$ cat config.mk
export PLATFORM = sky130hd
export DESIGN_NAME = gpio_irq_readback
export DESIGN_NICKNAME = d
export VERILOG_FILES = /design/src/logic/gpio_pkg.sv /design/src/logic/gpio_irq_readback.sv /design/src/logic/gpio_glitch_filter.sv /design/src/logic/gpio_irq_detect.sv
export VERILOG_INCLUDE_DIRS = /design/src /design/src/logic
export SDC_FILE = /design/constraint.sdc
export NUM_CORES = 1
export LEC_CHECK = 0
export BUFFER_PORTS_ARGS = -buffer_cell sky130_fd_sc_hd__buf_2
export CAP_MARGIN = 20
export CORE_UTILIZATION = 30
export CTS_CLUSTER_DIAMETER = 80
export DETAILED_ROUTE_END_ITERATION = 7
export HOLD_SLACK_MARGIN = 0.05
export PLACE_DENSITY_LB_ADDON = 0.1
export SYNTH_ARGS = -nofsm -noshare
export SYNTH_HDL_FRONTEND = slang
export SYNTH_SLANG_ARGS = --single-unit
$ cat constraint.sdc
create_clock -name pclk -period 2.5 [get_ports pclk]
set_input_delay 0.5 -clock pclk [delete_from_list [all_inputs] [get_ports pclk]]
set_output_delay 0.5 -clock pclk [all_outputs]
set_load 0.02 [all_outputs]
$ cat src/logic/gpio_defines.svh
// Constants for the port A interrupt and pin readback block
`ifndef GPIO_DEFINES_SVH
`define GPIO_DEFINES_SVH

// ----------------------------------------------------------
// Port widths
// ----------------------------------------------------------
`define PA_W              18
`define PB_W              17

// ----------------------------------------------------------
// Register byte offsets (low address byte only)
// ----------------------------------------------------------
`define OFS_IRQ_ENABLE    8'h30
`define OFS_IRQ_MASK      8'h34
`define OFS_IRQ_SENS      8'h38
`define OFS_IRQ_POL       8'h3C
`define OFS_IRQ_STATUS    8'h40
`define OFS_IRQ_RAW       8'h44
`define OFS_FILTER_EN     8'h48
`define OFS_EDGE_CLEAR    8'h4C
`define OFS_PA_READBACK   8'h50
`define OFS_PB_READBACK   8'h54
`define OFS_LEVEL_SYNC    8'h60
`define OFS_IDENT         8'h64
`define OFS_VERSION       8'h6C
`define OFS_BUILD_OPT     8'h74

// ----------------------------------------------------------
// Reset values and field layout of the build options word
// ----------------------------------------------------------
`define RST_PA            18'h0_0000
`define RST_WORD          32'h0000_0000
`define IDENT_WIDTH       16
`define BO_IDW_LSB        16
`define BO_IDENT_BIT      15
`define BO_ENC_BIT        14
`define BO_DEB_BIT        13
`define BO_PAIRQ_BIT      12
`define BO_HWB_BIT        9
`define BO_HWA_BIT        8
`define BO_SCB_BIT        5
`define BO_SCA_BIT        4

// ----------------------------------------------------------
// Timing: glitch filter sample period
// ----------------------------------------------------------
`define CLK_PERIOD_NS     5
`define FILTER_TIME_NS    1000
`define FILTER_CYCLES     ((`FILTER_TIME_NS + `CLK_PERIOD_NS - 1) / `CLK_PERIOD_NS)
`define FILTER_CNT_W      8

`endif

$ cat src/logic/gpio_pkg.sv
// Types shared by the port A interrupt and readback block
package gpio_pkg;
  typedef logic [17:0] port_a_type;
  typedef logic [16:0] port_b_type;
  // APB slave phase, one-hot
  typedef enum logic [1:0] {
    PH_IDLE   = 2'b01,
    PH_ANSWER = 2'b10
  } apb_phase_type;
endpackage : gpio_pkg

$ cat src/logic/gpio_irq_readback.sv
// Port A interrupt logic and pin readback, APB register slave
//
// Behaviour
// - Sensitivity bit: zero level, one edge
// - Polarity bit: zero low/falling, one high/rising
// - Masked status word readable, resets zero
// - Raw status word shows unmasked conditions
// - Filter enable bit removes glitches from source
// - Writing one clears latched edge interrupt
// - Port A readback: pins for inputs, data otherwise
// - Port B readback: pins for inputs, data otherwise
// - Sync bit routes levels through synchroniser
// - Sixteen-bit user identification word, read only
// - Version word encoded as ASCII characters
// - Build options report ident width minus one
// - Build options report include flags
// - Build options report single control flags
// - Interrupt enable gates a pin into detection
// - Mask bit one blocks interrupt output
// - Direction bit: zero input, one output
//
// Implementation choice: the APB slave port.
`timescale 1ns/1ps
`include "gpio_defines.svh"
module gpio_irq_readback #(
  parameter logic [15:0] USER_IDENT   = 16'h5A5A, // Arbitrary value
  parameter logic [31:0] VERSION_WORD = 32'h3130_3041, // Arbitrary value
  parameter logic        OPT_ENCODED  = 1'b1,
  parameter logic        OPT_HW_A     = 1'b0,
  parameter logic        OPT_HW_B     = 1'b0,
  parameter logic        OPT_SINGLE_A = 1'b1,
  parameter logic        OPT_SINGLE_B = 1'b1
) (
  // Clock and reset
  input  wire logic               pclk,
  input  wire logic               presetn,
  // APB slave
  input  wire logic               psel,
  input  wire logic               penable,
  input  wire logic               pwrite,
  input  wire logic [7:0]         paddr,
  input  wire logic [31:0]        pwdata,
  output logic      [31:0]        prdata,
  output logic                    pready,
  output logic                    pslverr,
  // Port A pins and settings from the data registers
  input  wire gpio_pkg::port_a_type porta_pin_in,
  input  wire gpio_pkg::port_a_type porta_out_data,
  input  wire gpio_pkg::port_a_type porta_dir,
  // Port B pins and settings from the data registers
  input  wire gpio_pkg::port_b_type portb_pin_in,
  input  wire gpio_pkg::port_b_type portb_out_data,
  input  wire gpio_pkg::port_b_type portb_dir,
  // Interrupt to the controller
  output logic                    gpio_irq
);
  import gpio_pkg::*;

  // ----------------------------------------------------------
  // Declarations
  // ----------------------------------------------------------
  apb_phase_type            phase;
  port_a_type               irq_enable;
  port_a_type               irq_mask;
  port_a_type               irq_sens;
  port_a_type               irq_pol;
  port_a_type               filter_en;
  logic                     level_sync_select;
  port_a_type               irq_raw;
  port_a_type               irq_status;
  port_a_type               filtered;
  port_a_type               edge_clear;
  port_a_type               pa_readback;
  port_b_type               pb_readback;
  logic [`FILTER_CNT_W-1:0] filter_cnt;
  logic                     filter_tick;
  logic [31:0]              build_options_word;
  logic [4:0]               ident_width_minus_one;
  logic                     ident_present_flag;
  logic                     encoded_params_flag;
  logic                     first_port_hw_control_present;
  logic                     second_port_hw_control_present;
  logic                     setup;
  logic                     wr;
  logic [31:0]              next_prdata;
  logic                     next_pslverr;

  // ----------------------------------------------------------
  // APB decode
  // ----------------------------------------------------------

  // Setup cycle seen while idle; the answer follows one cycle later
  assign setup = psel & ~penable & (phase == PH_IDLE);
  // Writes land on the edge where the master samples pready high
  assign wr = psel & penable & pwrite & pready;

  // Phase of the slave: one cycle of answer per transfer
  always_ff @(posedge pclk or negedge presetn) begin
    if (!presetn) begin
      phase <= PH_IDLE;
    end else begin
      unique case (phase)
        PH_IDLE: begin
          if (setup) phase <= PH_ANSWER;
        end
        PH_ANSWER: begin
          phase <= PH_IDLE;
        end
      endcase
    end
  end

  // Handshake outputs come from flops; ready rises in the access phase
  always_ff @(posedge pclk or negedge presetn) begin
    if (!presetn) begin
      pready  <= 1'b0;
      pslverr <= 1'b0;
      prdata  <= `RST_WORD;
    end else if (setup) begin
      pready  <= 1'b1;
      pslverr <= next_pslverr;
      prdata  <= pwrite ? `RST_WORD : next_prdata;
    end else begin
      pready  <= 1'b0;
      pslverr <= 1'b0;
      prdata  <= `RST_WORD;
    end
  end

  // ----------------------------------------------------------
  // Control registers written by software
  // ----------------------------------------------------------

  // Enable and mask of each port A interrupt
  always_ff @(posedge pclk or negedge presetn) begin
    if (!presetn) begin
      irq_enable <= `RST_PA;
      irq_mask   <= `RST_PA;
    end else if (wr) begin
      if (paddr == `OFS_IRQ_ENABLE)
        irq_enable <= pwdata[`PA_W-1:0];
      if (paddr == `OFS_IRQ_MASK)
        irq_mask <= pwdata[`PA_W-1:0];
    end
  end

  // Sensitivity and polarity of each port A interrupt
  always_ff @(posedge pclk or negedge presetn) begin
    if (!presetn) begin
      irq_sens <= `RST_PA;
      irq_pol  <= `RST_PA;
    end else if (wr) begin
      if (paddr == `OFS_IRQ_SENS)
        irq_sens <= pwdata[`PA_W-1:0];
      if (paddr == `OFS_IRQ_POL)
        irq_pol <= pwdata[`PA_W-1:0];
    end
  end

  // Glitch filter enables and the level synchronisation switch
  always_ff @(posedge pclk or negedge presetn) begin
    if (!presetn) begin
      filter_en         <= `RST_PA;
      level_sync_select <= 1'b0;
    end else if (wr) begin
      if (paddr == `OFS_FILTER_EN)
        filter_en <= pwdata[`PA_W-1:0];
      if (paddr == `OFS_LEVEL_SYNC)
        level_sync_select <= pwdata[0];
    end
  end

  // Write-only clear: a one-cycle pulse, zeros leave flags alone
  assign edge_clear = (wr && paddr == `OFS_EDGE_CLEAR)
                    ? pwdata[`PA_W-1:0] : `RST_PA;

  // ----------------------------------------------------------
  // Glitch filter sample tick
  // ----------------------------------------------------------

  // Slow enable pulse; a glitch shorter than one period cannot pass
  always_ff @(posedge pclk or negedge presetn) begin
    if (!presetn) begin
      filter_cnt  <= '0;
      filter_tick <= 1'b0;
    end else if (filter_cnt == `FILTER_CNT_W'(`FILTER_CYCLES - 1)) begin
      filter_cnt  <= '0;
      filter_tick <= 1'b1;
    end else begin
      filter_cnt  <= filter_cnt + 1'b1;
      filter_tick <= 1'b0;
    end
  end

  // Filter sits in front of detection so both levels and edges see it
  gpio_glitch_filter #(
    .WIDTH (`PA_W)
  ) u_filter (
    .pclk    (pclk),
    .presetn (presetn),
    .tick    (filter_tick),
    .enable  (filter_en),
    .din     (porta_pin_in),
    .dout    (filtered)
  );

  // ----------------------------------------------------------
  // Interrupt detection and masking
  // ----------------------------------------------------------

  // Level or edge per pin, sense set by polarity
  gpio_irq_detect #(
    .WIDTH (`PA_W)
  ) u_detect (
    .pclk      (pclk),
    .presetn   (presetn),
    .enable    (irq_enable),
    .edge_kind (irq_sens),
    .polarity  (irq_pol),
    .sync_sel  (level_sync_select),
    .src       (filtered),
    .clear     (edge_clear),
    .raw       (irq_raw)
  );

  // Masked status; the mask never hides the raw view
  assign irq_status = irq_raw & ~irq_mask;

  // Single level interrupt, high while any unmasked bit is set
  always_ff @(posedge pclk or negedge presetn) begin
    if (!presetn)
      gpio_irq <= 1'b0;
    else
      gpio_irq <= |irq_status;
  end

  // ----------------------------------------------------------
  // Pin readback
  // ----------------------------------------------------------

  // Outputs read back the driven data, inputs read the pin itself
  assign pa_readback = (porta_dir & porta_out_data)
                     | (~porta_dir & porta_pin_in);
  assign pb_readback = (portb_dir & portb_out_data)
                     | (~portb_dir & portb_pin_in);

  // ----------------------------------------------------------
  // Identification and build options
  // ----------------------------------------------------------

  assign ident_width_minus_one = 5'(`IDENT_WIDTH - 1);
  assign ident_present_flag             = 1'b1;
  assign encoded_params_flag            = OPT_ENCODED;
  assign first_port_hw_control_present  = OPT_HW_A;
  assign second_port_hw_control_present = OPT_HW_B;

  // Fixed at build time; unlisted bits read as zero
  always_comb begin
    build_options_word = `RST_WORD;
    build_options_word[`BO_IDW_LSB +: 5] = ident_width_minus_one;
    build_options_word[`BO_IDENT_BIT] = ident_present_flag;
    build_options_word[`BO_ENC_BIT]   = encoded_params_flag;
    build_options_word[`BO_DEB_BIT]   = 1'b1;
    build_options_word[`BO_PAIRQ_BIT] = 1'b1;
    build_options_word[`BO_HWB_BIT]   = second_port_hw_control_present;
    build_options_word[`BO_HWA_BIT]   = first_port_hw_control_present;
    build_options_word[`BO_SCB_BIT]   = OPT_SINGLE_B;
    build_options_word[`BO_SCA_BIT]   = OPT_SINGLE_A;
  end

  // ----------------------------------------------------------
  // Read multiplexer
  // ----------------------------------------------------------

  // Unmapped offsets answer zero with an error; the clear reads zero
  always_comb begin
    next_prdata  = `RST_WORD;
    next_pslverr = 1'b0;
    case (paddr)
      `OFS_IRQ_ENABLE:  next_prdata[`PA_W-1:0] = irq_enable;
      `OFS_IRQ_MASK:    next_prdata[`PA_W-1:0] = irq_mask;
      `OFS_IRQ_SENS:    next_prdata[`PA_W-1:0] = irq_sens;
      `OFS_IRQ_POL:     next_prdata[`PA_W-1:0] = irq_pol;
      `OFS_IRQ_STATUS:  next_prdata[`PA_W-1:0] = irq_status;
      `OFS_IRQ_RAW:     next_prdata[`PA_W-1:0] = irq_raw;
      `OFS_FILTER_EN:   next_prdata[`PA_W-1:0] = filter_en;
      `OFS_EDGE_CLEAR:  next_prdata = `RST_WORD;
      `OFS_PA_READBACK: next_prdata[`PA_W-1:0] = pa_readback;
      `OFS_PB_READBACK: next_prdata[`PB_W-1:0] = pb_readback;
      `OFS_LEVEL_SYNC:  next_prdata[0] = level_sync_select;
      `OFS_IDENT:       next_prdata[15:0] = USER_IDENT;
      `OFS_VERSION:     next_prdata = VERSION_WORD;
      `OFS_BUILD_OPT:   next_prdata = build_options_word;
      default:          next_pslverr = 1'b1;
    endcase
  end

endmodule : gpio_irq_readback

$ cat src/logic/gpio_glitch_filter.sv
// Per-pin glitch filter sampled on a slow enable pulse
`timescale 1ns/1ps
module gpio_glitch_filter #(
  parameter int WIDTH = 18
) (
  // Clock and reset
  input  wire logic             pclk,
  input  wire logic             presetn,
  // Control
  input  wire logic             tick,
  input  wire logic [WIDTH-1:0] enable,
  // Data
  input  wire logic [WIDTH-1:0] din,
  output logic      [WIDTH-1:0] dout
);
  logic [WIDTH-1:0] sample;
  logic [WIDTH-1:0] held;

  genvar i;
  generate
    for (i = 0; i < WIDTH; i++) begin : g_bit
      // A level passes only after two agreeing samples one tick apart
      always_ff @(posedge pclk or negedge presetn) begin
        if (!presetn) begin
          sample[i] <= 1'b0;
          held[i]   <= 1'b0;
        end else if (tick) begin
          sample[i] <= din[i];
          if (sample[i] == din[i]) held[i] <= din[i];
        end
      end
      // Bypass when filtering is off for this pin
      assign dout[i] = enable[i] ? held[i] : din[i];
    end
  endgenerate
endmodule : gpio_glitch_filter

$ cat src/logic/gpio_irq_detect.sv
// Per-pin level or edge interrupt detection for port A
`timescale 1ns/1ps
module gpio_irq_detect #(
  parameter int WIDTH = 18
) (
  // Clock and reset
  input  wire logic             pclk,
  input  wire logic             presetn,
  // Configuration
  input  wire logic [WIDTH-1:0] enable,
  input  wire logic [WIDTH-1:0] edge_kind,
  input  wire logic [WIDTH-1:0] polarity,
  input  wire logic             sync_sel,
  // Source and clear
  input  wire logic [WIDTH-1:0] src,
  input  wire logic [WIDTH-1:0] clear,
  // Result
  output logic      [WIDTH-1:0] raw
);
  logic [WIDTH-1:0] prev;
  logic [WIDTH-1:0] sync1;
  logic [WIDTH-1:0] sync2;
  logic [WIDTH-1:0] edge_flag;
  logic [WIDTH-1:0] active;
  logic [WIDTH-1:0] hit;

  genvar i;
  generate
    for (i = 0; i < WIDTH; i++) begin : g_bit
      assign active[i] = polarity[i] ? src[i] : ~src[i];
      assign hit[i] = polarity[i] ? (src[i] & ~prev[i])
                                  : (~src[i] & prev[i]);
      // Previous value and two-stage level synchroniser
      always_ff @(posedge pclk or negedge presetn) begin
        if (!presetn) begin
          prev[i]  <= 1'b0;
          sync1[i] <= 1'b0;
          sync2[i] <= 1'b0;
        end else begin
          prev[i]  <= src[i];
          sync1[i] <= active[i];
          sync2[i] <= sync1[i];
        end
      end
      // Sticky edge flag; a new edge wins over a clear
      always_ff @(posedge pclk or negedge presetn) begin
        if (!presetn)
          edge_flag[i] <= 1'b0;
        else if (enable[i] & edge_kind[i] & hit[i])
          edge_flag[i] <= 1'b1;
        else if (clear[i])
          edge_flag[i] <= 1'b0;
      end
      // Level follows the pin; edge holds until cleared
      assign raw[i] = enable[i] & (edge_kind[i] ? edge_flag[i]
                    : (sync_sel ? sync2[i] : active[i]));
    end
  endgenerate
endmodule : gpio_irq_detect

==> results of run 1 <==
==> layout by cell type, fill, tap and decap left out, types with 5 or more instances in the layout <==
| cell type | count |
|---|---|
| nor3_1 | 13 |
| xor2_1 | 19 |
| a221oi_1 | 10 |
| o311a_1 | 8 |
| nor2_1 | 91 |
| nand2b_1 | 33 |
| conb_1 | 7 |
| a21oi_1 | 63 |
| a211oi_1 | 5 |
| inv_1 | 33 |
| nand2_1 | 97 |
| dfrtp_1 | 231 |
| buf_12 | 5 |
| o311ai_0 | 6 |
| nor2b_1 | 13 |
| buf_4 | 71 |
| nand3_1 | 7 |
| a32o_1 | 18 |
| o31a_1 | 9 |
| nand4_1 | 6 |
| clkbuf_1 | 15 |
| o21ai_0 | 63 |
| a22oi_1 | 8 |
| mux4_2 | 8 |
| mux2i_1 | 52 |
| buf_2 | 162 |
| o22ai_1 | 7 |
| mux2_2 | 106 |
| clkbuf_16 | 29 |
| a31oi_1 | 10 |
==> worst max-delay path, cell delays in order (launching register included) <==
cell and delay (ns):
dfrtp_1 0.43, mux2i_1 0.39, xor2_1 0.14, o311a_1 0.36
a22o_1 0.22, nor4b_1 0.29, buf_4 0.17, nand4_1 0.08
==> layout make-up <==
class                           instances  area, um2
Clock inverter                          4      47.55
Clock buffer                           47      823.3
Tap cell                              468      585.6
Antenna cell                            2      5.005
Multi-Input combinational cell        719       5069
Fill cell                            3650      22830
Inverter                               33      123.9
Timing Repair Buffer                  240       1469
Sequential cell                       233       5833
==> cells by family after synthesis <==
family                     synth area share
DFF                                  0.5180
AOI/OAI and AO/OA                    0.1353
muxes                                0.1683
adders and majority gates          0.002000
xor gates and xnor gates            0.01789
other                             0.0003331
and+or+nand+nor                      0.1239
buffers and inverters               0.03434
==> power breakdown <==
part / internal (mW) / switching (mW) / total [mW]
logic: 0.242 / 0.371 / 0.613
clock network: 2.32 / 1.59 / 3.91
registers: 3.85 / 0.0298 / 3.88
==> path summary, 6_finish.rpt <==
path	startpoint	endpoint	slack [ns]
max in group asynchronous	presetn	filter_tick$_DFF_PN0_	1.31
worst max-delay path	filter_en[5]$_DFFE_PN0P_	gpio_irq$_DFF_PN0_	0.28
worst min register to register	u_detect.sync1[14]$_DFF_PN0_	u_detect.sync2[14]$_DFF_PN0_	0.34
min in group asynchronous	presetn	u_filter.sample[5]$_DFFE_PN0P_	0.46
worst min-delay path	porta_pin_in[13]	u_filter.held[13]$_DFFE_PN0P_	0.22
worst max register to register	filter_en[5]$_DFFE_PN0P_	gpio_irq$_DFF_PN0_	0.28
==> metal layers <==
layer | share of wire | wire, um | vias up | GRT usage
li1 | - | - | 4148 | -
met1 | 0.47 | 16530 | 4324 | 0.2586
met2 | 0.47 | 16670 | 209 | 0.3074
met3 | 0.038 | 1337 | 52 | 0.02355
met4 | 0.025 | 870 | 0 | 0.04977
met5 | 0 | 0 | - | 0
==> through the flow <==
stage / TNS (ns) / hold slack [ns] / power [mW] / worst slack, ns / cells
2_1_floorplan: 0 / 0.2044 / 4.190 / 0.1073 / 1034
3_3_place_gp: -0.02692 / 0.3311 / 4.564 / -0.01662 / 1692
3_5_place_dp: -0.03060 / 0.3347 / 4.568 / -0.02238 / 1692
4_1_cts: 0 / 0.2005 / 8.530 / 0.2221 / 1744
5_1_grt: 0 / 0.2180 / 8.735 / 0.1181 / 1746
6_report: 0 / 0.2186 / 8.400 / 0.2809 / 1746
==> metrics.cfg, run 1 <==
[detailed_routing]
ant_nets = 0
drt_iter0_markers = 363
firstDrtPassIters = 5
via_per_inst = 5.002
wl_um = 35410
drc = 0
vias = 8733
wl_per_cell_um = 20.28

[worst_setup_path]
worst_ep_required_time_ns = 2.91
crit_arrival_ns = 2.63
path_max_fanout = 4
reg2reg_depth = 7
start_kind = flop
crit_type = reg -> reg
cp-end-kind = flop

[die]
die-width_um = 195.7
core_area_um2 = 36790
die_area_um2 = 38310
die_h_um = 195.7
ios = 185
initial_core_util = 0.3061
fp-row-count = 70

[sta]
period_needed_ns = 2.219
relSlewSlack = 0.5882
hold_viol_final = 0
finalMaxSlewViolations = 0
max_freq_mhz = 450.6
worstMarginPinSlew_ns = 0.6139
setup_viol = 0
fin_crit_sh = 0.8877
rsz0062_at_grt = false
skew_ns = 0.01200

[placed_design]
gp_congestion = 0.8593
hpwlAfterDp_um = 26360
io_buffers = 163
placedInstanceArea_um2 = 13070

[synthesis]
synth_top_cell_area_share = 0.5157
synth_seq_cells = 233
syn_inst = 1028
synth_commonest_cells = dfrtp_1 (232), mux2_2 (106), nand2_1 (97), nor2_1 (91)
synth-edff-count = 0
yosysMostFrequentCell = dfrtp_1
synthArstFlopShare = 1.000
ys_types = 66
yosys.area.top_type = dfrtp_1
netlist_top_cells_area = dfrtp_1 (52%), mux2_2 (11%), mux2i_1 (4.6%)
seq_area_frac_synth = 0.5180
syn_area_per_cell_um2 = 10.95
synth.yosys.warnings = 0
syn_area_um2 = 11260
synth_ff_type = dfrtp_1

[run_status]
status = completed

[layout]
fin_area_um2 = 13960
regMostFlops = prdata
fin_nets = 1406
fin_util = 0.3794
syn_to_final_growth_pct = 23.96
largest_register_ffs = 20
drive_gt1_frac = 0.3174

[global_route]
grt_max_degree = 68
grt_pass1_wl_um = 53740
grt_usage = 0.1865
antenna_found_initial = 2
grt.overflow.total = 0
grt_pass1_vias = 8525

[power_and_ir_drop]
p_per_area_nw_per_um2 = 601.9
max-vdd-ir-drop_v = 0.0005551
leakagePower_nw = 6.540

[run]
max_cap_violations = 0

[cts]
post_cts_buffers = 0
cts.sinks = 233
h-tree-depth = 1
root_buffer = clkbuf_16
cts_buffers = 28
path_clk_slew_ns = 0.06
clk_latency_ns = 0.54
clock_path_buffers = 3
cts_resized = 0
cts_tree = yes
cts_hold_buffers = 1

[hold_path]
min_path_cells = 3
hold_path.class = in -> reg

(Power assumes the default switching activity.)
==> run 2: changes to the inputs <==
- CORE_UTILIZATION: 30 -> 40
- GPL_ROUTABILITY_DRIVEN: default -> 0
- SETUP_SLACK_MARGIN: default -> 0.3
==> run 2 against run 1 <==
Against the previous run:
- the flow now finishes with violations (DRC)
- flip-flop and latch count unchanged
- via count increased by 1.6%
- power down 1.8%
- first-iteration DRC count up 71%
- worst setup slack improved by 0.13 ns
- largest cell class unchanged
==> metrics.cfg, run 2 (synthesis results as in run 1) <==
[layout]
largest_register_ffs = 20
regMostFlops = prdata
mostFrequentLayoutCell = dfrtp_1
drive_gt1_frac = 0.3242
fillCellCount = 2559
stdcell_count = 1654
syn_to_final_growth_pct = 23.49
final_cell_mix = dfrtp_1 (231), buf_2 (162), mux2_2 (106), nand2_1 (97), nor2_1 (91)
fin_nets = 1405
multi_input_area_um2 = 5100
fin_area_um2 = 13900
seqCellArea_um2 = 5833

[global_route]
grt_pass1_wl_um = 50360
grt_pass1_vias = 8663
antenna_found_initial = 1
grt_usage = 0.2331
grt_max_degree = 85
grt.overflow.total = 0

[sta]
layout_setup_ws_ns = 0.4135
finalMaxSlewViolations = 0
hold_viol_final = 0
rsz0062_at_grt = false
worstMarginPinSlew_ns = 0.5816
tns_ns = 0
setup_viol = 0
period_needed_ns = 2.086
skew_ns = 0.01361
relSlewSlack = 0.6114
fin_crit_sh = 0.8346
max_freq_mhz = 479.3

[worst_setup_path]
crit_family = compound AO/OA/AOI/OAI gates
slowest_stage = dfrtp_1
start_kind = flop
path_max_fanout = 7
worstPathBufferInverterCount = 2
worst_ep_required_time_ns = 2.90
path_cells = inv_1, buf_4, o31a_1, o311a_1, a22oi_1, nor4b_2, nand4_1
crit_type = reg -> reg
cp-end-kind = flop
critPathMaxStageDelay_ns = 0.36
crit_arrival_ns = 2.49

[cts]
clock_path_buffers = 3
cts.sinks = 233
root_buffer = clkbuf_16
cts_tree = yes
cts_buffers = 26
post_cts_buffers = 0
h-tree-depth = 1
clk_latency_ns = 0.54
path_clk_slew_ns = 0.07

[detailed_routing]
highest_layer = met4
wl_met2_um = 15030
m1WireLength_um = 14800
dr_wl_met3_um = 1719
drt_iter0_markers = 620
ant_nets = 0
vias = 8869
via_per_inst = 5.362
firstDrtPassIters = 7
wl_um = 32710
drc = 4
wl_per_cell_um = 19.78

[die]
die_area_um2 = 28820
die-width_um = 169.8
fp-row-count = 61
die_h_um = 169.8
initial_core_util = 0.4064
ios = 185
core_area_um2 = 27710

[placed_design]
hpwlAfterDp_um = 23790
place_inst = 1603
place_ws_ns = 0.01338
io_buffers = 163
placedInstanceArea_um2 = 13030

[hold_path]
hold_path.class = in -> reg

[run_status]
violations = DRC
status = finished with violations

[power_and_ir_drop]
p_per_area_nw_per_um2 = 593.6
max-vdd-ir-drop_v = 0.0003351
leakagePower_nw = 6.554

[run]
max_cap_violations = 0

## run 2: layout make-up
| class | instances | share of cell area |
|---|---|---|
| clock buffers | 40 | 0.05571 |
| flip-flops and latches | 233 | 0.4195 |
| clock inverters | 8 | 0.004860 |
| diodes | 2 | 0.0003600 |
| repair buffers | 241 | 0.1098 |
| well taps | 378 | 0.03402 |
| multi-input cells | 719 | 0.3668 |
| inverters | 33 | 0.008909 |
## run 2: metrics by stage
step / total power, mW / utilization / hold slack [ns]
5_1_grt: 8.539 / 0.5017 / 0.2322
2_1_floorplan: 4.192 / - / 0.2044
6_report: 8.252 / 0.5018 / 0.2305
4_1_cts: 8.347 / 0.5012 / 0.2178
3_3_place_gp: 4.547 / 0.4704 / 0.3317
3_5_place_dp: 4.554 / 0.4704 / 0.3358
## run 2: routing by layer
layer | GRT usage | vias to the layer above
met5 | 0 | -
met4 | 0.09009 | 0
li1 | - | 4148
met3 | 0.03382 | 70
met1 | 0.3224 | 4375
met2 | 0.3697 | 276
## run 2: worst paths after layout
path	slack, ns	endpoint	startpoint	cells past startpoint
max	0.41	gpio_irq$_DFF_PN0_	level_sync_select$_DFFE_PN0P_	7
min in group asynchronous	0.43	u_detect.edge_flag[17]$_DFFE_PN0P_	presetn	2
max in group asynchronous	1.26	u_filter.held[13]$_DFFE_PN0P_	presetn	3
min reg2reg	0.34	u_detect.sync2[7]$_DFF_PN0_	u_detect.sync1[7]$_DFF_PN0_	0
max reg2reg	0.41	gpio_irq$_DFF_PN0_	level_sync_select$_DFFE_PN0P_	7
min	0.23	u_filter.held[10]$_DFFE_PN0P_	porta_pin_in[10]	3
## run 2: what timing repair did
item | 4_1_cts | 5_1_grt
hold buffers | 1 | 0
resized for setup | 0 | 6
endpoints found under the setup margin | 0 | 1
endpoints found under the hold margin | 35 | 0
## run 2: worst register-to-register path, cell delays in order, from the launching register on
cell	delay (ns)
dfrtp_1	0.36
inv_1	0.27
buf_4	0.29
o31a_1	0.30
o311a_1	0.19
a22oi_1	0.15
nor4b_2	0.26
nand4_1	0.12
## run 2: where the power goes
part	leakage (nW)	internal [mW]	switching, mW
Combinational	3.09	0.243	0.363
Sequential	3.05	3.85	0.0299
Clock	0.416	2.23	1.54
Total	6.55	6.32	1.93
==> run 3: changes to the inputs <==
- clock period: 2.5 -> 1.8 ns (I/O delays scaled with it)
==> run 3 against run 2 <==
Against the previous run:
- the flow finishes with violations (setup timing)
- clock-buffer cell count grew 1
- die area unchanged
- combinational power is 72% higher
- highest routed layer unchanged
==> metrics.cfg, run 3 (synthesis results as in run 1) <==
[run_status]
status = finished with violations
violations = setup timing

[cts]
root_buffer = clkbuf_16
cts_buffers = 27
h-tree-depth = 1
clock_path_buffers = 3
path_clk_slew_ns = 0.06
clk_latency_ns = 0.53
cts.sinks = 233
cts_tree = yes

[detailed_routing]
drc = 0
wl_um = 35830
drt_iter0_markers = 713
via_per_inst = 5.243
wl_per_cell_um = 19.69
vias = 9537
dr_wl_met3_um = 1999
m1WireLength_um = 15710
firstDrtPassIters = 5
highest_layer = met4
wl_met2_um = 17040
ant_nets = 0

[worst_setup_path]
cp-end-kind = flop
critPathMaxStageDelay_ns = 0.37
crit_type = reg -> reg
worst_ep_required_time_ns = 2.20
crit_arrival_ns = 2.32
start_kind = flop
worstPathBufferInverterCount = 2
path_max_fanout = 8
slowest_stage = dfrtp_1
crit_family = compound AO/OA/AOI/OAI gates
path_cells = inv_1, buf_6, o311a_1, o31a_1, a22o_1, nor4b_2, nand4_1

[placed_design]
placedInstanceArea_um2 = 14250
place_ws_ns = -0.5259
io_buffers = 163
hpwlAfterDp_um = 25950
place_inst = 1733

[layout]
largest_register_ffs = 20
regMostFlops = prdata
fin_area_um2 = 16300
stdcell_count = 1819
syn_to_final_growth_pct = 44.82
final_cell_mix = dfrtp_1 (228), buf_4 (185), buf_2 (153), nor2_1 (85), mux2_4 (80)
fin_nets = 1572
insertedDiodeCount = 0
drive_gt1_frac = 0.4532
fin_util = 0.5885
fillCellCount = 2328
mostFrequentLayoutCell = dfrtp_1

[die]
fp-row-count = 61
initial_core_util = 0.4064
ios = 185
die_area_um2 = 28820
die-width_um = 169.8
die_h_um = 169.8
core_area_um2 = 27710

[sta]
hold_viol_final = 0
tns_ns = -0.1208
rsz0062_at_grt = true
relSlewSlack = 0.6671
setup_viol = 1
finalMaxSlewViolations = 0
skew_ns = 0.01140
fin_crit_sh = 1.067
layout_setup_ws_ns = -0.1208
finalHoldWorstSlack_ns = 0.09029
max_freq_mhz = 520.6
period_needed_ns = 1.921
worstMarginPinSlew_ns = 0.4855

[global_route]
grt_usage = 0.2533
antenna_found_initial = 0
grt.overflow.total = 0
grt_pass1_wl_um = 54680
grt_max_degree = 57
grt_pass1_vias = 9476

[power_and_ir_drop]
leakagePower_nw = 7.778
max-vdd-ir-drop_v = 0.0005540
p_per_area_nw_per_um2 = 726.9
finalPower_mw = 11.85

[run]
max_cap_violations = 0

[hold_path]
hold_path.class = in -> reg

run 3: area by class of cell:
| cell class | count | area [um2] | area share |
|---|---|---|---|
| flip-flops and latches | 233 | 5837 | 0.3580 |
| inverters | 33 | 123.9 | 0.007597 |
| repair buffers | 406 | 3159 | 0.1938 |
| well taps | 378 | 473.0 | 0.02901 |
| clock inverters | 8 | 93.84 | 0.005756 |
| clock buffers | 41 | 788.3 | 0.04835 |
| multi-input cells | 720 | 5829 | 0.3575 |
run 3: per-layer routing:
| metal | GRT usage | vias up |
|---|---|---|
| met5 | 0 | - |
| met2 | 0.4139 | 311 |
| met1 | 0.3470 | 4691 |
| met3 | 0.03265 | 65 |
| met4 | 0.08578 | 0 |
| li1 | - | 4470 |
run 3: worst register-to-register path: cells and delay by family (launching register included):
kind / cells / cell delay (ns)
AO/OA/AOI/OAI: 3 / 0.75
buffers and inverters: 2 / 0.26
flip-flops: 1 / 0.37
AND/OR/NAND/NOR: 2 / 0.42
run 3: final timing paths:
kind	cells past startpoint	slack, ns	from	endpoint
max	7	-0.12	level_sync_select$_DFFE_PN0P_	gpio_irq$_DFF_PN0_
min	3	0.09	porta_pin_in[10]	u_filter.held[10]$_DFFE_PN0P_
max reg2reg	7	-0.12	level_sync_select$_DFFE_PN0P_	gpio_irq$_DFF_PN0_
min reg2reg	0	0.34	u_detect.sync1[13]$_DFF_PN0_	u_detect.sync2[13]$_DFF_PN0_
max in group asynchronous	3	0.81	presetn	phase[0]$_DFFE_PN1P_
min in group asynchronous	2	0.37	presetn	u_filter.sample[17]$_DFFE_PN0P_
run 3: timing repair:
action,CTS,global route
hold buffers,1,0
endpoints found under the hold margin,49,0
gates cloned,5,0
resized for setup,128,78
setup endpoints to repair,126,136
pin swaps,26,18
buffers inserted,23,8
run 3: power breakdown:
group          switching (mW)  leakage (nW)  internal (mW)
clock                    2.13         0.438           3.29
sequential             0.0468          3.04           5.35
combinational           0.578          4.30          0.460
